`config.mk`:
```
export PLATFORM = sky130hd
export DESIGN_NAME = buck_fault_supervisor
export DESIGN_NICKNAME = d
export VERILOG_FILES = /design/src/design/buck_sup_pkg.sv /design/src/design/sw_tick_if.sv /design/src/design/buck_fault_supervisor.sv /design/src/design/sync2.sv /design/src/design/gate_timer.sv
export SDC_FILE = /design/constraint.sdc
export NUM_CORES = 1
export LEC_CHECK = 0
export BUFFER_PORTS_ARGS = -buffer_cell sky130_fd_sc_hd__buf_2
export CORE_MARGIN = 3
export CORE_UTILIZATION = 30
export DETAILED_ROUTE_END_ITERATION = 12
export HOLD_SLACK_MARGIN = 0.08
export PLACE_DENSITY_LB_ADDON = 0.05
export SYNTH_ARGS = -nofsm -noshare
export SYNTH_HDL_FRONTEND = slang
export SYNTH_SLANG_ARGS = --single-unit
```
`constraint.sdc`:
```
create_clock -name pclk -period 30.1 [get_ports pclk]
set_input_delay 6.02 -clock pclk [delete_from_list [all_inputs] [get_ports pclk]]
set_output_delay 6.02 -clock pclk [all_outputs]
set_load 0.03 [all_outputs]
```
`src/design/buck_sup_pkg.sv`:
```
// Shared constants for the buck fault supervisor.
// Assumes a single 100 MHz pclk domain.
package buck_sup_pkg;
   localparam int CLK_PERIOD_NS = 10;
   // Timing figures
   localparam int BLANK_NS = 160;
   localparam int OFF_TIME_NS = 200;
   localparam int MIN_ON_NS = 50;
   localparam int BLANK_CYC = (BLANK_NS + CLK_PERIOD_NS - 1) / CLK_PERIOD_NS;
   localparam int OFF_CYC = (OFF_TIME_NS / CLK_PERIOD_NS) < 1 ? 1 : OFF_TIME_NS / CLK_PERIOD_NS;
   localparam int MIN_ON_CYC = (MIN_ON_NS + CLK_PERIOD_NS - 1) / CLK_PERIOD_NS;
   localparam int HICCUP_SW_CYCLES = 4096;
   localparam int OUTPUT_IN_REGULATION_SW_CYCLES = 256;
   localparam int SW_PERIOD_DEFAULT = 200;
   localparam int SOFTSTART_DEFAULT = 8000;
   localparam int PREBIAS_STEP_PULSES = 4;
   // Registers
   localparam logic [11:0] CTRL_OFF = 12'h000;
   localparam logic [11:0] STATUS_OFF = 12'h004;
   localparam logic [11:0] DUTY_OFF = 12'h008;
   localparam logic [11:0] PERIOD_OFF = 12'h00c;
   localparam int CTRL_SW_EN_BIT = 0;
   localparam logic [31:0] CTRL_RESET = 32'h0000_0001;
   localparam logic [15:0] DUTY_RESET = 16'h0040;
   localparam logic [15:0] PERIOD_RESET = 16'h00c8;
   localparam int ST_OCP_BIT = 0;
   localparam int ST_THERM_BIT = 1;
   localparam int ST_POR_BIT = 2;
   localparam int ST_OUTPUT_IN_REGULATION_BIT = 3;
   localparam int ST_TRACK_BIT = 4;
   localparam int ST_STATE_LSB = 8;
   typedef enum logic [2:0] {ST_OFF, ST_SOFTSTART, ST_RUN, ST_HICCUP, ST_THERMAL} sup_state_t;
endpackage : buck_sup_pkg

```
`src/design/sw_tick_if.sv`:
```
// Switching-cycle timing bundle shared between supervisor and gate timer.
// Assumes all members are on pclk.
`timescale 1ns/1ps
interface sw_tick_if;
   logic sw_tick;
   logic run;
   logic [15:0] duty;
   logic hs_on;
   logic ls_on;
   logic ls_first_pulse;
   logic ls_rise;
   modport timer (input run, input duty, output sw_tick, output hs_on, output ls_on,
      output ls_first_pulse, output ls_rise);
   modport sup (output run, output duty, input sw_tick, input hs_on, input ls_on,
      input ls_first_pulse, input ls_rise);
endinterface : sw_tick_if

```
`src/design/buck_fault_supervisor.sv`:
```
// Supervisory sequencer of a synchronous buck: shutdown, hiccup, thermal, tracking, power good.
// Assumes comparator results arrive asynchronously; registers on APB at pclk.
//
// The implementer's own choices: the register offsets and the APB register port.
`timescale 1ns/1ps
// How it works
// - Enable comparator low turns both gate drivers off (tristated).
// - Soft-start pin below 0.3V stops regulation until a fresh ramp runs.
// - Current-limit pin below ground during low-side conduction flags over-current.
// - Over-current latches trip flag and enters hiccup, restarting soft-start.
// - Hiccup grounds soft-start for 4096 switching cycles, then clears trip flag.
// - Over-current after each soft-start re-enters hiccup until fault clears.
// - Over-current sampling blanked 160 ns after low-side drive rises.
// - Over-temperature turns both switches off and discharges soft-start.
// - Restart automatically once over-temperature indication clears.
// - Target follows tracking input until above 0.85V, then internal reference.
// - Feedback in regulation only inside 0.595V to 0.805V window.
// - Power good is open drain; released when in regulation, pull-up external.
// - Non-tracking startup holds power good low until soft-start reaches 2.1V.
// - Power good released 256 switching cycles after feedback enters window.
// - High-side off-time of at least 200 ns each switching cycle.
// - High-side pulses under 50 ns are skipped.
// - Power-on-ready from bias and enable lockouts starts soft-start.
// - Pre-bias start keeps low side off, then steps 25/50/75/100 percent.
module buck_fault_supervisor #(
   parameter int SOFTSTART_CYCLES = buck_sup_pkg::SOFTSTART_DEFAULT,
   parameter int HICCUP_CYCLES = buck_sup_pkg::HICCUP_SW_CYCLES
) (
   input wire logic pclk,
   input wire logic presetn,
   input wire logic psel,
   input wire logic penable,
   input wire logic pwrite,
   input wire logic [11:0] paddr,
   input wire logic [31:0] pwdata,
   output logic [31:0] prdata,
   output logic pready,
   output logic pslverr,
   input wire logic enable_above_thr,
   input wire logic bias_above_uvlo,
   input wire logic softstart_below_0v3,
   input wire logic softstart_above_2v1,
   input wire logic ocset_below_gnd,
   input wire logic overtemp,
   input wire logic track_above_0v85,
   input wire logic feedback_input_above_low,
   input wire logic feedback_input_above_high,
   output logic hs_gate,
   output logic ls_gate,
   output logic drivers_tristate,
   output logic softstart_discharge,
   output logic ref_internal_sel,
   output logic output_in_regulation_o,
   output logic output_in_regulation_oe,
   output logic overcurrent_trip
);
   ////////////////////////////////////////////////////////////////////////////
   // Pin synchronisation
   logic [8:0] pins_s;
   sync2 #(.W(9)) u_sync (
      .pclk(pclk),
      .presetn(presetn),
      .d({enable_above_thr, bias_above_uvlo, softstart_below_0v3, softstart_above_2v1,
         ocset_below_gnd, overtemp, track_above_0v85, feedback_input_above_low,
         feedback_input_above_high}),
      .q(pins_s)
   );
   logic en_s, bias_s, ss_low_s, ss_2v1_s, oc_s, ot_s, trk_s, fb_lo_s, fb_hi_s;
   assign {en_s, bias_s, ss_low_s, ss_2v1_s, oc_s, ot_s, trk_s, fb_lo_s, fb_hi_s} = pins_s;

   ////////////////////////////////////////////////////////////////////////////
   // Registers
   logic [31:0] ctrl_reg;
   logic [15:0] duty_reg;
   logic [15:0] period_reg;
   logic [31:0] status_w;
   logic wr_en, rd_en, addr_ok;
   assign wr_en = psel && penable && pwrite;
   assign rd_en = psel && !penable && !pwrite;
   assign addr_ok = (paddr == buck_sup_pkg::CTRL_OFF) || (paddr == buck_sup_pkg::STATUS_OFF)
      || (paddr == buck_sup_pkg::DUTY_OFF) || (paddr == buck_sup_pkg::PERIOD_OFF);
   logic [31:0] rd_mux;
   assign rd_mux = (paddr == buck_sup_pkg::CTRL_OFF) ? ctrl_reg :
      (paddr == buck_sup_pkg::STATUS_OFF) ? status_w :
      (paddr == buck_sup_pkg::DUTY_OFF) ? {16'h0000, duty_reg} :
      (paddr == buck_sup_pkg::PERIOD_OFF) ? {16'h0000, period_reg} : 32'h0000_0000;

   always_ff @(posedge pclk or negedge presetn) begin
      if (!presetn) begin
         ctrl_reg <= buck_sup_pkg::CTRL_RESET;
         duty_reg <= buck_sup_pkg::DUTY_RESET;
         period_reg <= buck_sup_pkg::PERIOD_RESET;
      end else if (wr_en) begin
         if (paddr == buck_sup_pkg::CTRL_OFF) ctrl_reg <= {31'h0, pwdata[0]};
         if (paddr == buck_sup_pkg::DUTY_OFF) duty_reg <= pwdata[15:0];
         if (paddr == buck_sup_pkg::PERIOD_OFF) period_reg <= pwdata[15:0];
      end
   end

   // Answer in the access cycle: pready one cycle after setup
   always_ff @(posedge pclk or negedge presetn) begin
      if (!presetn) begin
         prdata <= 32'h0000_0000;
         pready <= 1'b0;
         pslverr <= 1'b0;
      end else begin
         pready <= psel && !penable;
         pslverr <= psel && !penable && !addr_ok;
         if (rd_en) prdata <= rd_mux;
      end
   end

   ////////////////////////////////////////////////////////////////////////////
   // Switching-cycle timer
   sw_tick_if st ();
   gate_timer u_timer (
      .pclk(pclk),
      .presetn(presetn),
      .period(period_reg),
      .t(st.timer)
   );

   ////////////////////////////////////////////////////////////////////////////
   // Sequencer
   buck_sup_pkg::sup_state_t state_reg, state_next;
   logic por, shutdown, oc_event, blank_done;
   logic [12:0] hic_reg;
   logic [15:0] ss_reg;
   logic [8:0] pg_reg;
   logic [4:0] blank_reg;
   logic trip_reg;
   logic hic_done, ss_done, win_ok, pg_qual;
   assign por = en_s && bias_s && ctrl_reg[buck_sup_pkg::CTRL_SW_EN_BIT];
   assign shutdown = !por || ot_s;
   assign blank_done = (blank_reg == 5'(buck_sup_pkg::BLANK_CYC));
   assign oc_event = st.ls_on && blank_done && oc_s;
   assign hic_done = (hic_reg == 13'(HICCUP_CYCLES));
   assign ss_done = (ss_reg == 16'(SOFTSTART_CYCLES));
   assign win_ok = fb_lo_s && !fb_hi_s;
   assign pg_qual = win_ok && state_reg == buck_sup_pkg::ST_RUN && (ss_2v1_s || !trk_s);

   always_comb begin
      state_next = state_reg;
      case (state_reg)
         buck_sup_pkg::ST_OFF: if (!shutdown) state_next = buck_sup_pkg::ST_SOFTSTART;
         buck_sup_pkg::ST_SOFTSTART: begin
            if (oc_event) state_next = buck_sup_pkg::ST_HICCUP;
            else if (ss_low_s) state_next = buck_sup_pkg::ST_SOFTSTART;
            else if (ss_done) state_next = buck_sup_pkg::ST_RUN;
         end
         buck_sup_pkg::ST_RUN: begin
            if (oc_event) state_next = buck_sup_pkg::ST_HICCUP;
            else if (ss_low_s) state_next = buck_sup_pkg::ST_SOFTSTART;
         end
         buck_sup_pkg::ST_HICCUP: if (hic_done) state_next = buck_sup_pkg::ST_SOFTSTART;
         buck_sup_pkg::ST_THERMAL: if (!ot_s) state_next = buck_sup_pkg::ST_OFF;
         default: state_next = buck_sup_pkg::ST_OFF;
      endcase
      if (ot_s) state_next = buck_sup_pkg::ST_THERMAL;
      else if (!por) state_next = buck_sup_pkg::ST_OFF;
   end

   always_ff @(posedge pclk or negedge presetn) begin
      if (!presetn) begin
         state_reg <= buck_sup_pkg::ST_OFF;
         hic_reg <= 13'h0000;
         ss_reg <= 16'h0000;
         pg_reg <= 9'h000;
         blank_reg <= 5'h00;
         trip_reg <= 1'b0;
      end else begin
         state_reg <= state_next;
         blank_reg <= !st.ls_on ? 5'h00 : (blank_done ? blank_reg : blank_reg + 5'h01);
         if (shutdown) trip_reg <= 1'b0;
         else if (oc_event) trip_reg <= 1'b1;
         else if (hic_done) trip_reg <= 1'b0;
         if (state_reg != buck_sup_pkg::ST_HICCUP || shutdown) hic_reg <= 13'h0000;
         else if (st.sw_tick && !hic_done) hic_reg <= hic_reg + 13'h0001;
         if (state_reg != buck_sup_pkg::ST_SOFTSTART || ss_low_s) ss_reg <= 16'h0000;
         else if (!ss_done) ss_reg <= ss_reg + 16'h0001;
         if (!pg_qual) pg_reg <= 9'h000;
         else if (st.sw_tick && pg_reg != 9'(buck_sup_pkg::OUTPUT_IN_REGULATION_SW_CYCLES))
            pg_reg <= pg_reg + 9'h001;
      end
   end

   ////////////////////////////////////////////////////////////////////////////
   // Outputs
   logic running;
   assign running = (state_reg == buck_sup_pkg::ST_SOFTSTART || state_reg == buck_sup_pkg::ST_RUN)
      && !ss_low_s;
   assign st.run = running;
   assign st.duty = duty_reg;
   assign status_w = {21'h0, state_reg, 3'h0, !trk_s, output_in_regulation_o == 1'b0
      && output_in_regulation_oe == 1'b0, por, ot_s, trip_reg};

   always_ff @(posedge pclk or negedge presetn) begin
      if (!presetn) begin
         hs_gate <= 1'b0;
         ls_gate <= 1'b0;
         drivers_tristate <= 1'b1;
         softstart_discharge <= 1'b1;
         ref_internal_sel <= 1'b0;
         output_in_regulation_o <= 1'b0;
         output_in_regulation_oe <= 1'b1;
         overcurrent_trip <= 1'b0;
      end else begin
         hs_gate <= st.hs_on;
         ls_gate <= st.ls_on;
         drivers_tristate <= !running;
         softstart_discharge <= state_reg == buck_sup_pkg::ST_HICCUP
            || state_reg == buck_sup_pkg::ST_THERMAL || state_reg == buck_sup_pkg::ST_OFF;
         ref_internal_sel <= trk_s;
         output_in_regulation_o <= 1'b0;
         output_in_regulation_oe <= pg_reg != 9'(buck_sup_pkg::OUTPUT_IN_REGULATION_SW_CYCLES);
         overcurrent_trip <= trip_reg;
      end
   end

   ////////////////////////////////////////////////////////////////////////////
   // Checks
   hiccup_trip_a: assert property (@(posedge pclk) disable iff (!presetn)
      oc_event && !shutdown |=> trip_reg && state_reg == buck_sup_pkg::ST_HICCUP)
      else $error("over-current did not enter hiccup");
   enable_off_a: assert property (@(posedge pclk) disable iff (!presetn)
      !por |=> ##1 drivers_tristate && !hs_gate && !ls_gate)
      else $error("drivers not off with enable low");
   thermal_off_a: assert property (@(posedge pclk) disable iff (!presetn)
      ot_s |=> ##1 drivers_tristate && softstart_discharge)
      else $error("thermal shutdown not applied");
   shutdown_clear_a: assert property (@(posedge pclk) disable iff (!presetn)
      shutdown |=> !trip_reg && hic_reg == 13'h0000)
      else $error("hiccup state not cleared in shutdown");
   hiccup_end_a: assert property (@(posedge pclk) disable iff (!presetn)
      state_reg == buck_sup_pkg::ST_HICCUP && hic_done && !shutdown
      |=> state_reg == buck_sup_pkg::ST_SOFTSTART && !trip_reg)
      else $error("hiccup end wrong");
   blank_a: assert property (@(posedge pclk) disable iff (!presetn)
      st.ls_rise |-> !oc_event [*8])
      else $error("over-current sampled inside blanking");
   output_in_regulation_win_a: assert property (@(posedge pclk) disable iff (!presetn)
      !win_ok |=> ##1 output_in_regulation_oe)
      else $error("power good released outside window");
   ref_sel_a: assert property (@(posedge pclk) disable iff (!presetn)
      ref_internal_sel == $past(trk_s))
      else $error("reference select wrong");
   softstart_stop_a: assert property (@(posedge pclk) disable iff (!presetn)
      ss_low_s |=> drivers_tristate)
      else $error("regulation not stopped with soft-start low");
   output_in_regulation_od_a: assert property (@(posedge pclk) disable iff (!presetn)
      !output_in_regulation_o)
      else $error("power good drives high");
endmodule : buck_fault_supervisor

```
`src/design/sync2.sv`:
```
// Two-flop synchroniser for a bundle of pin levels.
// Assumes asynchronous comparator outputs.
`timescale 1ns/1ps
module sync2 #(
   parameter int W = 1
) (
   input wire logic pclk,
   input wire logic presetn,
   input wire logic [W-1:0] d,
   output logic [W-1:0] q
);
   logic [W-1:0] meta_reg;
   always_ff @(posedge pclk or negedge presetn) begin
      if (!presetn) begin
         meta_reg <= '0;
         q <= '0;
      end else begin
         meta_reg <= d;
         q <= meta_reg;
      end
   end
endmodule : sync2

```
`src/design/gate_timer.sv`:
```
// Switching-cycle oscillator and high/low side gate timing.
// Assumes period sets the cycle length in pclk counts.
`timescale 1ns/1ps
module gate_timer (
   input wire logic pclk,
   input wire logic presetn,
   input wire logic [15:0] period,
   sw_tick_if.timer t
);
   logic [15:0] cnt_reg;
   logic [2:0] ramp_reg;
   logic [15:0] per_eff;
   logic [15:0] on_max;
   logic [15:0] duty_eff;
   logic [15:0] ls_len;
   logic ls_prev_reg;
   localparam logic [15:0] OFFC = 16'(buck_sup_pkg::OFF_CYC);
   localparam logic [15:0] MINON = 16'(buck_sup_pkg::MIN_ON_CYC);
   assign per_eff = (period < OFFC + MINON + 16'h0002) ? OFFC + MINON + 16'h0002 : period;
   assign on_max = per_eff - OFFC;
   // Clamp on-time; widths under the minimum are skipped
   assign duty_eff = (t.duty > on_max) ? on_max : ((t.duty < MINON) ? 16'h0000 : t.duty);
   assign ls_len = ((per_eff - duty_eff) >> 2) * 16'({13'h0000, ramp_reg});
   // Oscillator runs free at the programmed period, so hiccup counts real cycles
   assign t.sw_tick = (cnt_reg >= per_eff - 16'h0001);
   assign t.hs_on = t.run && (cnt_reg < duty_eff);
   assign t.ls_on = t.run && t.ls_first_pulse && (cnt_reg >= duty_eff)
      && (cnt_reg < duty_eff + ls_len);
   assign t.ls_first_pulse = (ramp_reg != 3'h0);
   assign t.ls_rise = t.ls_on && !ls_prev_reg;
   always_ff @(posedge pclk or negedge presetn) begin
      if (!presetn) begin
         cnt_reg <= 16'h0000;
         ramp_reg <= 3'h0;
         ls_prev_reg <= 1'b0;
      end else begin
         ls_prev_reg <= t.ls_on;
         cnt_reg <= t.sw_tick ? 16'h0000 : cnt_reg + 16'h0001;
         if (!t.run) begin
            ramp_reg <= 3'h0;
         end else if (t.sw_tick && duty_eff != 16'h0000 && ramp_reg < 3'h4) begin
            ramp_reg <= ramp_reg + 3'h1;
         end
      end
   end
endmodule : gate_timer

```
==> impl_metrics.tcl, run 1 <==
set metrics [dict create \
    ff2ff_path_depth 44 \
    cts_tree "yes" \
    netlist_instances 1265 \
    cts_setup_buffers 0 \
    worstSetupPathType "reg -> reg" \
    powerDensity_nw_per_um2 34.2 \
    synth_top_area_cell "dfrtp_1" \
    skew_ps 16.0 \
    synth.area.top_cells "dfrtp_1 (30%), ha_1 (10%), fa_1 (4.6%)" \
    synth-main-ff-cell "dfrtp_1" \
    synthArstFlopShare_pct 100 \
    cts_resized 0 \
    rr_startpoint "period_reg[10]" \
    drc_errors 0 \
    wl_per_cell_um 18.3 \
    fmaxAchievable_mhz 75.6 \
    areaGrowthSynthToFinish_pct 11.4 \
    grt_setup_unrepaired "false" \
    antenna_found_initial 0 \
    path_clk_slew_ps 80 \
    grt_max_degree 75 \
    die_area_um2 40100 \
    nets 1479 \
    ys_seq_elements 142 \
    std_cell_rows 70 \
    slowest_delay_ps 680 \
    track_usage_pct 16.9 \
    cap_violations 0 \
    final_cells 1818 \
    max-clock-path-buffers 2 \
    max_slew_margin_pct 36.4 \
    utilization_pct 34.2 \
    yosys.area_share.simple_pct 20.1 \
    hold_viol 0 \
    arrival_ps 13590 \
    slowest_stage "dfrtp_1" \
    r2r_slack_ps 16860 \
    yosysWarnings 0 \
    worst_pin_slew_ps 953 \
    vias 9043 \
    cp_data_required_time_ps 30460 \
    clock_sinks 142 \
    grt_pass1_vias 9031 \
    antenna_left 0 \
    setup_viol 0 \
    fin_tns_setup_ps 0 \
    insertion_delay_ps 440 \
    cp_max_fo 17 \
    synth_cell_types 86 \
    numPortBuffers 66 \
    layout-drive-gt1-share_pct 13.9 \
    coreArea_um2 36900 \
    setup.worst_path.end "blank_reg[2]" \
    io_pins 100 \
    synth_edf_count 0 \
    yosysSeqAreaShare_pct 31.5 \
    dieHeight_um 200 \
    diodes 0 \
    dr.pass1.iters 5 \
    startpoint_type "register" \
    dp_cells 1786 \
    die_w_um 200 \
    ir_drop_v 0.0000390 \
    fin_crit_sh_pct 44.0 \
    gp_congestion 0.771 \
    r2r_end "blank_reg[2]" \
    hpwl_mm 25.3 \
    slew_violations 0 \
    drt_iter0_drc 417 \
    synthMuxAreaShare_pct 4.19 \
    synthAdderAreaFrac_pct 15.8 \
    grt_pass1_wl_mm 53.5 \
    crit_path_frequent_cell "ha_1" \
    worstSetupStartpoint "period_reg[10]" \
    min_period_ps 13240 \
    syn_avg_cell_area_um2 8.95 \
    p_leak_uw 0.00565 \
    fillers 3868 \
    htreeDepth 4 \
    status "complete, no violations" \
    grt_overflow 0 \
    synthDominantCellAreaShare_pct 29.6 \
    totalWireLength_mm 33.2 \
    worstHoldPathType "reg -> reg" \
    synth_xor_area_share_pct 7.69 \
    postCtsHoldBufs 0 \
    initial_core_util_pct 30.7 \
    netlist_area_um2 11300 \
    cp-end-kind "register" \
    synth_compound_area_share_pct 14.1 \
    synth_top_family_by_area "simple AND/OR/NAND/NOR gates" \
    routed_via_density 4.97 \
    numCtsBuffers 17 \
    root_buffer "clkbuf_16" \
]
[cell families after synthesis]
| group | Yosys count |
|---|---|
| AOI/OAI and AO/OA | 229 |
| xor gates and xnor gates | 97 |
| adders and majority gates | 129 |
| buffers and inverters | 172 |
| DFF | 142 |
| muxes | 42 |
| other | 1 |
| and+or+nand+nor | 453 |
[cells in the final DEF, fill, tap and decap left out, types with 9 or more instances in the layout]
cell type / instances
nand2b_1: 21
nand3_1: 46
a21oi_1: 58
and2_1: 26
buf_2: 65
nor4_1: 13
dfrtp_1: 134
nor2_1: 136
inv_1: 94
ha_1: 94
nand2_1: 82
nand4_1: 19
o21ai_0: 49
o31ai_1: 11
a22oi_1: 9
a21o_1: 26
xnor2_1: 50
clkbuf_16: 17
or3_1: 17
nor3_1: 24
and3_1: 11
a221oi_1: 11
nor2b_1: 16
buf_4: 10
mux2_2: 33
xor2_1: 45
conb_1: 17
fa_1: 26
or2_2: 9
[Yosys cell counts, types with 3 or more instances]
master     number
xnor2_1        50
a21oi_1        58
dfrtp_1       134
a311oi_1        3
o31ai_1        11
buf_2           3
xor2_1         45
ha_1           94
mux2i_1         8
and2_1         26
buf_4          18
a22oi_1         9
nand3_1        46
nand2_1        82
buf_1           4
o21a_1          5
or3_1          17
nor4b_1         8
nand4_1        19
inv_1          94
or2_2           9
a21o_1         26
a21boi_0        4
maj3_1          8
and3_1         11
clkinv_1        3
nor2_1        136
nand2b_1       21
clkbuf_1       46
or4_1           7
o211ai_1        5
nor4_1         13
nor3_1         25
a31oi_1         5
buf_6           4
mux2_2         33
o2111ai_1       6
dfstp_2         8
nor2b_1        16
a221oi_1       11
o21ai_0        49
fa_1           26
a2111oi_0       3
[cell type report]
cell class	count	area [µm²]	share of cell area [%]
inverter	97	364	2.89
tap	504	631	5.00
clock inverter	11	98.8	0.783
timing repair buffer	76	412	3.26
multi-input combinational	967	7080	56.1
clock buffer	21	470	3.73
sequential	142	3560	28.2
[worst min path at each step]
stage,from,end,cells past startpoint
after global routing,u_sync.meta_reg[3],u_sync.q[3],0
after global placement,u_sync.meta_reg[3],u_sync.q[3],0
after floorplan,u_sync.meta_reg[0],u_sync.q[0],0
final,u_sync.meta_reg[3],u_sync.q[3],0
after CTS,u_sync.meta_reg[0],u_sync.q[0],0
after detailed placement,u_sync.meta_reg[0],u_sync.q[0],0
[critical path: cells and delay by family (launching register included)]
kind	cells	cell delay, ps
buffers and inverters	4	450
AOI/OAI and AO/OA	12	3840
xor gates and xnor gates	2	390
and+or+nand+nor	18	4600
adders and majority gates	8	3120
DFF	1	680
[power breakdown]
part           internal (µW)  switching, µW
clock network            115           95.9
registers                194           2.00
logic                   6.97           18.1
[routing by layer]
metal	routed length (µm)	vias up	track usage, %
met3	965	20	2.49
met5	0	-	0
met4	395	0	4.22
met2	15400	131	27.4
met1	16500	4453	23.8
li1	-	4439	-
[through the flow]
step,instance area [µm²],setup slack (ps),total power (µW),hold slack [ps]
2_1_floorplan,11400,19110,215,331
3_3_place_gp,12000,17010,225,332
3_5_place_dp,12000,16990,225,335
4_1_cts,12600,16920,441,350
5_1_grt,12600,15690,450,358
6_report,12600,16860,432,348
No activity file was read; power rests on OpenSTA's default activity.
==> run 2, diff against run 1 <==
clock period = 10.9 ns   (was 30.1 ns; I/O delays follow)
==> run 2 against run 1 <==
Against the previous run:
- clock-buffer cell count is 4 lower
- die area unchanged
- fmax is 30% higher
- clock skew grew 2.5 ps
- critical path type unchanged
- largest cell class unchanged
- core utilization increased by 1.5 points
==> impl_metrics.tcl, run 2 (synthesis gave the netlist of run 1 again) <==
set metrics [dict create \
    status "complete, no violations" \
    root_buffer "clkbuf_16" \
    antenna_found_initial 0 \
    final_cells 1876 \
    htreeDepth 4 \
    max-clock-path-buffers 2 \
    p_leak_uw 0.00596 \
    die_area_um2 40100 \
    fillers 3857 \
    arrival_ps 10580 \
    nets 1536 \
    drc_errors 0 \
    powerDensity_nw_per_um2 95.2 \
    placed_cell_area_um2 12500 \
    clock_sinks 142 \
    skew_ps 18.5 \
    startpoint_type "register" \
    cp_data_required_time_ps 11270 \
    grt_max_degree 78 \
    slowest_stage "fa_1" \
    fin_tns_setup_ps 0 \
    total_power_uw 1250 \
    hpwl_mm 26.1 \
    antenna_left 0 \
    drt_iter0_drc 485 \
    p_sw_uw 330 \
    numPortBuffers 66 \
    coreArea_um2 36900 \
    slew_violations 0 \
    layout-drive-gt1-share_pct 18.7 \
    slowest_delay_ps 530 \
    switching_share_pct 26.3 \
    cts_tree "yes" \
    hold_viol 0 \
    cp-end-kind "register" \
    wl_per_cell_um 18.0 \
    ff2ff_path_depth 50 \
    io_pins 100 \
    ir_drop_v 0.0000979 \
    areaGrowthSynthToFinish_pct 16.4 \
    insertion_delay_ps 450 \
    hold_depth 0 \
    layout_common_cells "nor2_1 (136), dfrtp_1 (134), inv_1 (94)" \
    path_clk_slew_ps 70 \
    fmaxAchievable_mhz 98.0 \
    pwr-share-comb_pct 5.7 \
    met2_length_mm 15.4 \
    grt_pass1_vias 9326 \
    p_int_uw 925 \
    final_common_cell "nor2_1" \
    track_usage_pct 17.1 \
    vias 9151 \
    min_period_ps 10210 \
    gp_congestion 0.813 \
    postCtsHoldBufs 0 \
    cp_max_fo 5 \
    max_slew_margin_pct 37.8 \
    wl_met1_mm 16.8 \
    grt_overflow 0 \
    highest_layer "met4" \
    grt_pass1_wl_mm 53.8 \
    seq_area_um2 3560 \
    cap_violations 0 \
    dr.pass1.iters 5 \
    cts_setup_buffers 0 \
    die_w_um 200 \
    fin_crit_sh_pct 93.7 \
    p_seq_share_pct 43.1 \
    numCtsBuffers 17 \
    routed_via_density 4.88 \
    initial_core_util_pct 30.7 \
    std_cell_rows 70 \
    dieHeight_um 200 \
    multi_input_area_um2 7150 \
    wl_met3_mm 1.13 \
    pwr-share-clk_pct 51.2 \
    worstHoldPathType "reg -> reg" \
    fin_area_um2 13200 \
    worstSetupPathType "reg -> reg" \
    totalWireLength_mm 33.8 \
    dp_cells 1843 \
    worst_pin_slew_ps 932 \
    setup_viol 0 \
]
[run 2: timing repair]
item / in CTS / in global routing
endpoints found under the setup margin: 0 / 9
resized for setup: 0 / 20
hold endpoints to repair: 0 / 0
[run 2: worst paths after layout]
check	from	to	slack [ps]
min reg2reg	u_sync.meta_reg[4]	u_sync.q[4]	350
max	period_reg[15]	blank_reg[4]	690
max in group asynchronous	presetn	duty_reg[14]	7740
max reg2reg	period_reg[15]	blank_reg[4]	690
min in group asynchronous	presetn	duty_reg[3]	1790
min	u_sync.meta_reg[4]	u_sync.q[4]	350
[run 2: power by group through the flow]
stage	registers, µW	clock network [µW]	logic [µW]
final	541	642	71.6
after CTS	541	666	73.4
after detailed placement	551	0	73.3
after floorplan	560	0	32.5
after global routing	542	682	79.9
after global placement	551	0	72.8
[run 2: area by class of cell]
type	instances	share of cell area, %
Timing Repair Buffer	133	6.46
Antenna cell	1	0.0190
Inverter	97	2.76
Multi-Input combinational cell	967	54.2
Sequential cell	142	27.0
Clock inverter	15	1.50
Tap cell	504	4.78
Clock buffer	17	3.23
[run 2: per-layer routing]
layer	vias to the layer above	global-route usage [%]
met5	-	0
met4	0	4.49
met3	25	2.63
met2	135	27.4
met1	4433	24.1
li1	4558	-
[run 2: worst max-delay path: cells and delay by family, from the launching register on]
family	cells	cell delay [ps]
fa+ha+maj	9	3150
simple gates	12	1970
buf+inv	9	1090
flops	1	390
xor+xnor	3	540
compound gates	17	2980
[run 2: metrics by stage]
stage | util [%] | hold WS, ps | worst slack [ps]
2_1_floorplan | - | 331 | 14.7
4_1_cts | 35.6 | 351 | 27.7
5_1_grt | 35.7 | 355 | -19.5
6_report | 35.8 | 347 | 692
3_5_place_dp | 33.9 | 335 | 121
3_3_place_gp | 33.9 | 331 | 191
==> run 3, diff against run 2 <==
MAX_ROUTING_LAYER = met4   (was unset)
==> run 3 against run 2 <==
Against the previous run:
- first-iteration DRC count down 6.2%
- sequential share of layout area about the same
- combinational power about the same
- core utilization about the same
- flip-flop and latch count unchanged
- routed wire length about the same
- critical endpoint unchanged
- largest cell class unchanged
==> impl_metrics.tcl, run 3 (synthesis gave the netlist of run 1 again) <==
set metrics [dict create \
    worst_pin_slew_ps 932 \
    grt_overflow 0 \
    skew_ps 19.1 \
    cp-end-kind "register" \
    worstSetupPathType "reg -> reg" \
    status "complete, no violations" \
    die_w_um 200 \
    fillers 3858 \
    startpoint_type "register" \
    cap_violations 0 \
    std_cell_rows 70 \
    die_area_um2 40100 \
    root_buffer "clkbuf_16" \
    hold_viol 0 \
    final_common_cell "nor2_1" \
    gp_congestion 0.825 \
    cts_tree "yes" \
    fin_tns_setup_ps 0 \
    grt_max_degree 78 \
    dr.pass1.iters 5 \
    grt_pass1_vias 9327 \
    placed_cell_area_um2 12500 \
    cp_data_required_time_ps 11280 \
    max_slew_margin_pct 37.8 \
    numPortBuffers 66 \
    ir_drop_v 0.000100 \
    io_pins 100 \
    min_period_ps 10210 \
    areaGrowthSynthToFinish_pct 16.4 \
    seq_area_um2 3560 \
    fin_crit_sh_pct 93.7 \
    powerDensity_nw_per_um2 95.2 \
    cp_max_fo 5 \
    r2r_slack_ps 690 \
    multi_input_area_um2 7150 \
    holdPathEnd "u_sync.q[4]" \
    hpwl_mm 26.1 \
    clock_sinks 142 \
    grt_pass1_wl_mm 53.8 \
    layout-drive-gt1-share_pct 18.7 \
    hold_depth 0 \
    antenna_found_initial 0 \
    initial_core_util_pct 30.7 \
    crit_buf_inv 9 \
    antenna_left 0 \
    drt_iter0_drc 455 \
    layout_common_cells "nor2_1 (136), dfrtp_1 (134), inv_1 (94)" \
    vias 9119 \
    diodes 0 \
    cp_top_family "adder cells" \
    fin_area_um2 13200 \
    p_leak_uw 0.00596 \
    min-delay-start "u_sync.meta_reg[4]" \
    slew_violations 0 \
    numCtsBuffers 17 \
    setup_viol 0 \
    arrival_ps 10590 \
    r2r_end "blank_reg[4]" \
    wl_per_cell_um 18.0 \
    max-clock-path-buffers 2 \
    htreeDepth 4 \
    postCtsHoldBufs 0 \
    coreArea_um2 36900 \
    track_usage_pct 17.6 \
    slowest_stage "fa_1" \
    rr_startpoint "period_reg[15]" \
    worstHoldPathType "reg -> reg" \
    drc_errors 0 \
    routed_via_density 4.86 \
    path_clk_slew_ps 70 \
    totalWireLength_mm 33.8 \
    ff2ff_path_depth 50 \
    slowest_delay_ps 530 \
    nets 1536 \
    fmaxAchievable_mhz 97.9 \
    dieHeight_um 200 \
    insertion_delay_ps 460 \
]
-- run 3: cell types whose count changed in the layout (fill, tap and decap cells not counted) --
cell     previous run  this run
diode_2             1         0
-- run 3: report_power, final --
group / total [µW] / internal, µW / switching, µW
clock network: 643 / 368 / 274
logic: 71.6 / 20.7 / 50.9
registers: 541 / 536 / 5.03
-- run 3: what timing repair did --
| item | in CTS | in global routing |
|---|---|---|
| endpoints found under the setup margin | 0 | 9 |
| endpoints found under the hold margin | 0 | 0 |
| setup buffers | 0 | 0 |
| gates resized for setup | 0 | 20 |
-- run 3: stage by stage --
step | utilization, % | std cells | setup WS (ps) | total power, µW | hold WS, ps
2_1_floorplan | - | 1281 | 14.7 | 593 | 331
3_5_place_dp | 33.9 | 1843 | 121 | 624 | 335
3_3_place_gp | 33.9 | 1843 | 191 | 624 | 331
6_report | 35.7 | 1875 | 689 | 1260 | 347
4_1_cts | 35.6 | 1875 | 27.7 | 1280 | 351
5_1_grt | 35.7 | 1875 | -19.5 | 1300 | 355
-- run 3: area by class of cell --
type	instances	area share [%]
Tap cell	504	4.78
Multi-Input combinational cell	967	54.2
Inverter	97	2.76
Clock buffer	17	3.23
Timing Repair Buffer	133	6.46
Sequential cell	142	27.0
Clock inverter	15	1.50
-- run 3: worst max path at each step --
| stage | endpoint | cells after the start | slack [ps] | startpoint |
|---|---|---|---|---|
| after floorplan | blank_reg[2] | 52 | 10 | period_reg[14] |
| after global placement | blank_reg[1] | 49 | 190 | period_reg[15] |
| after detailed placement | blank_reg[0] | 49 | 120 | period_reg[15] |
| after CTS | blank_reg[4] | 49 | 30 | period_reg[15] |
| after global routing | blank_reg[4] | 50 | -20 | period_reg[15] |
| final | blank_reg[4] | 50 | 690 | period_reg[15] |
-- run 3: layer usage --
layer | GRT usage, % | share of wire (%) | up-vias
met5 | - | 0 | -
met2 | 27.4 | 46 | 128
met4 | 4.49 | 1.3 | 0
li1 | - | - | 4554
met1 | 24.1 | 50 | 4413
met3 | 2.70 | 3.0 | 24
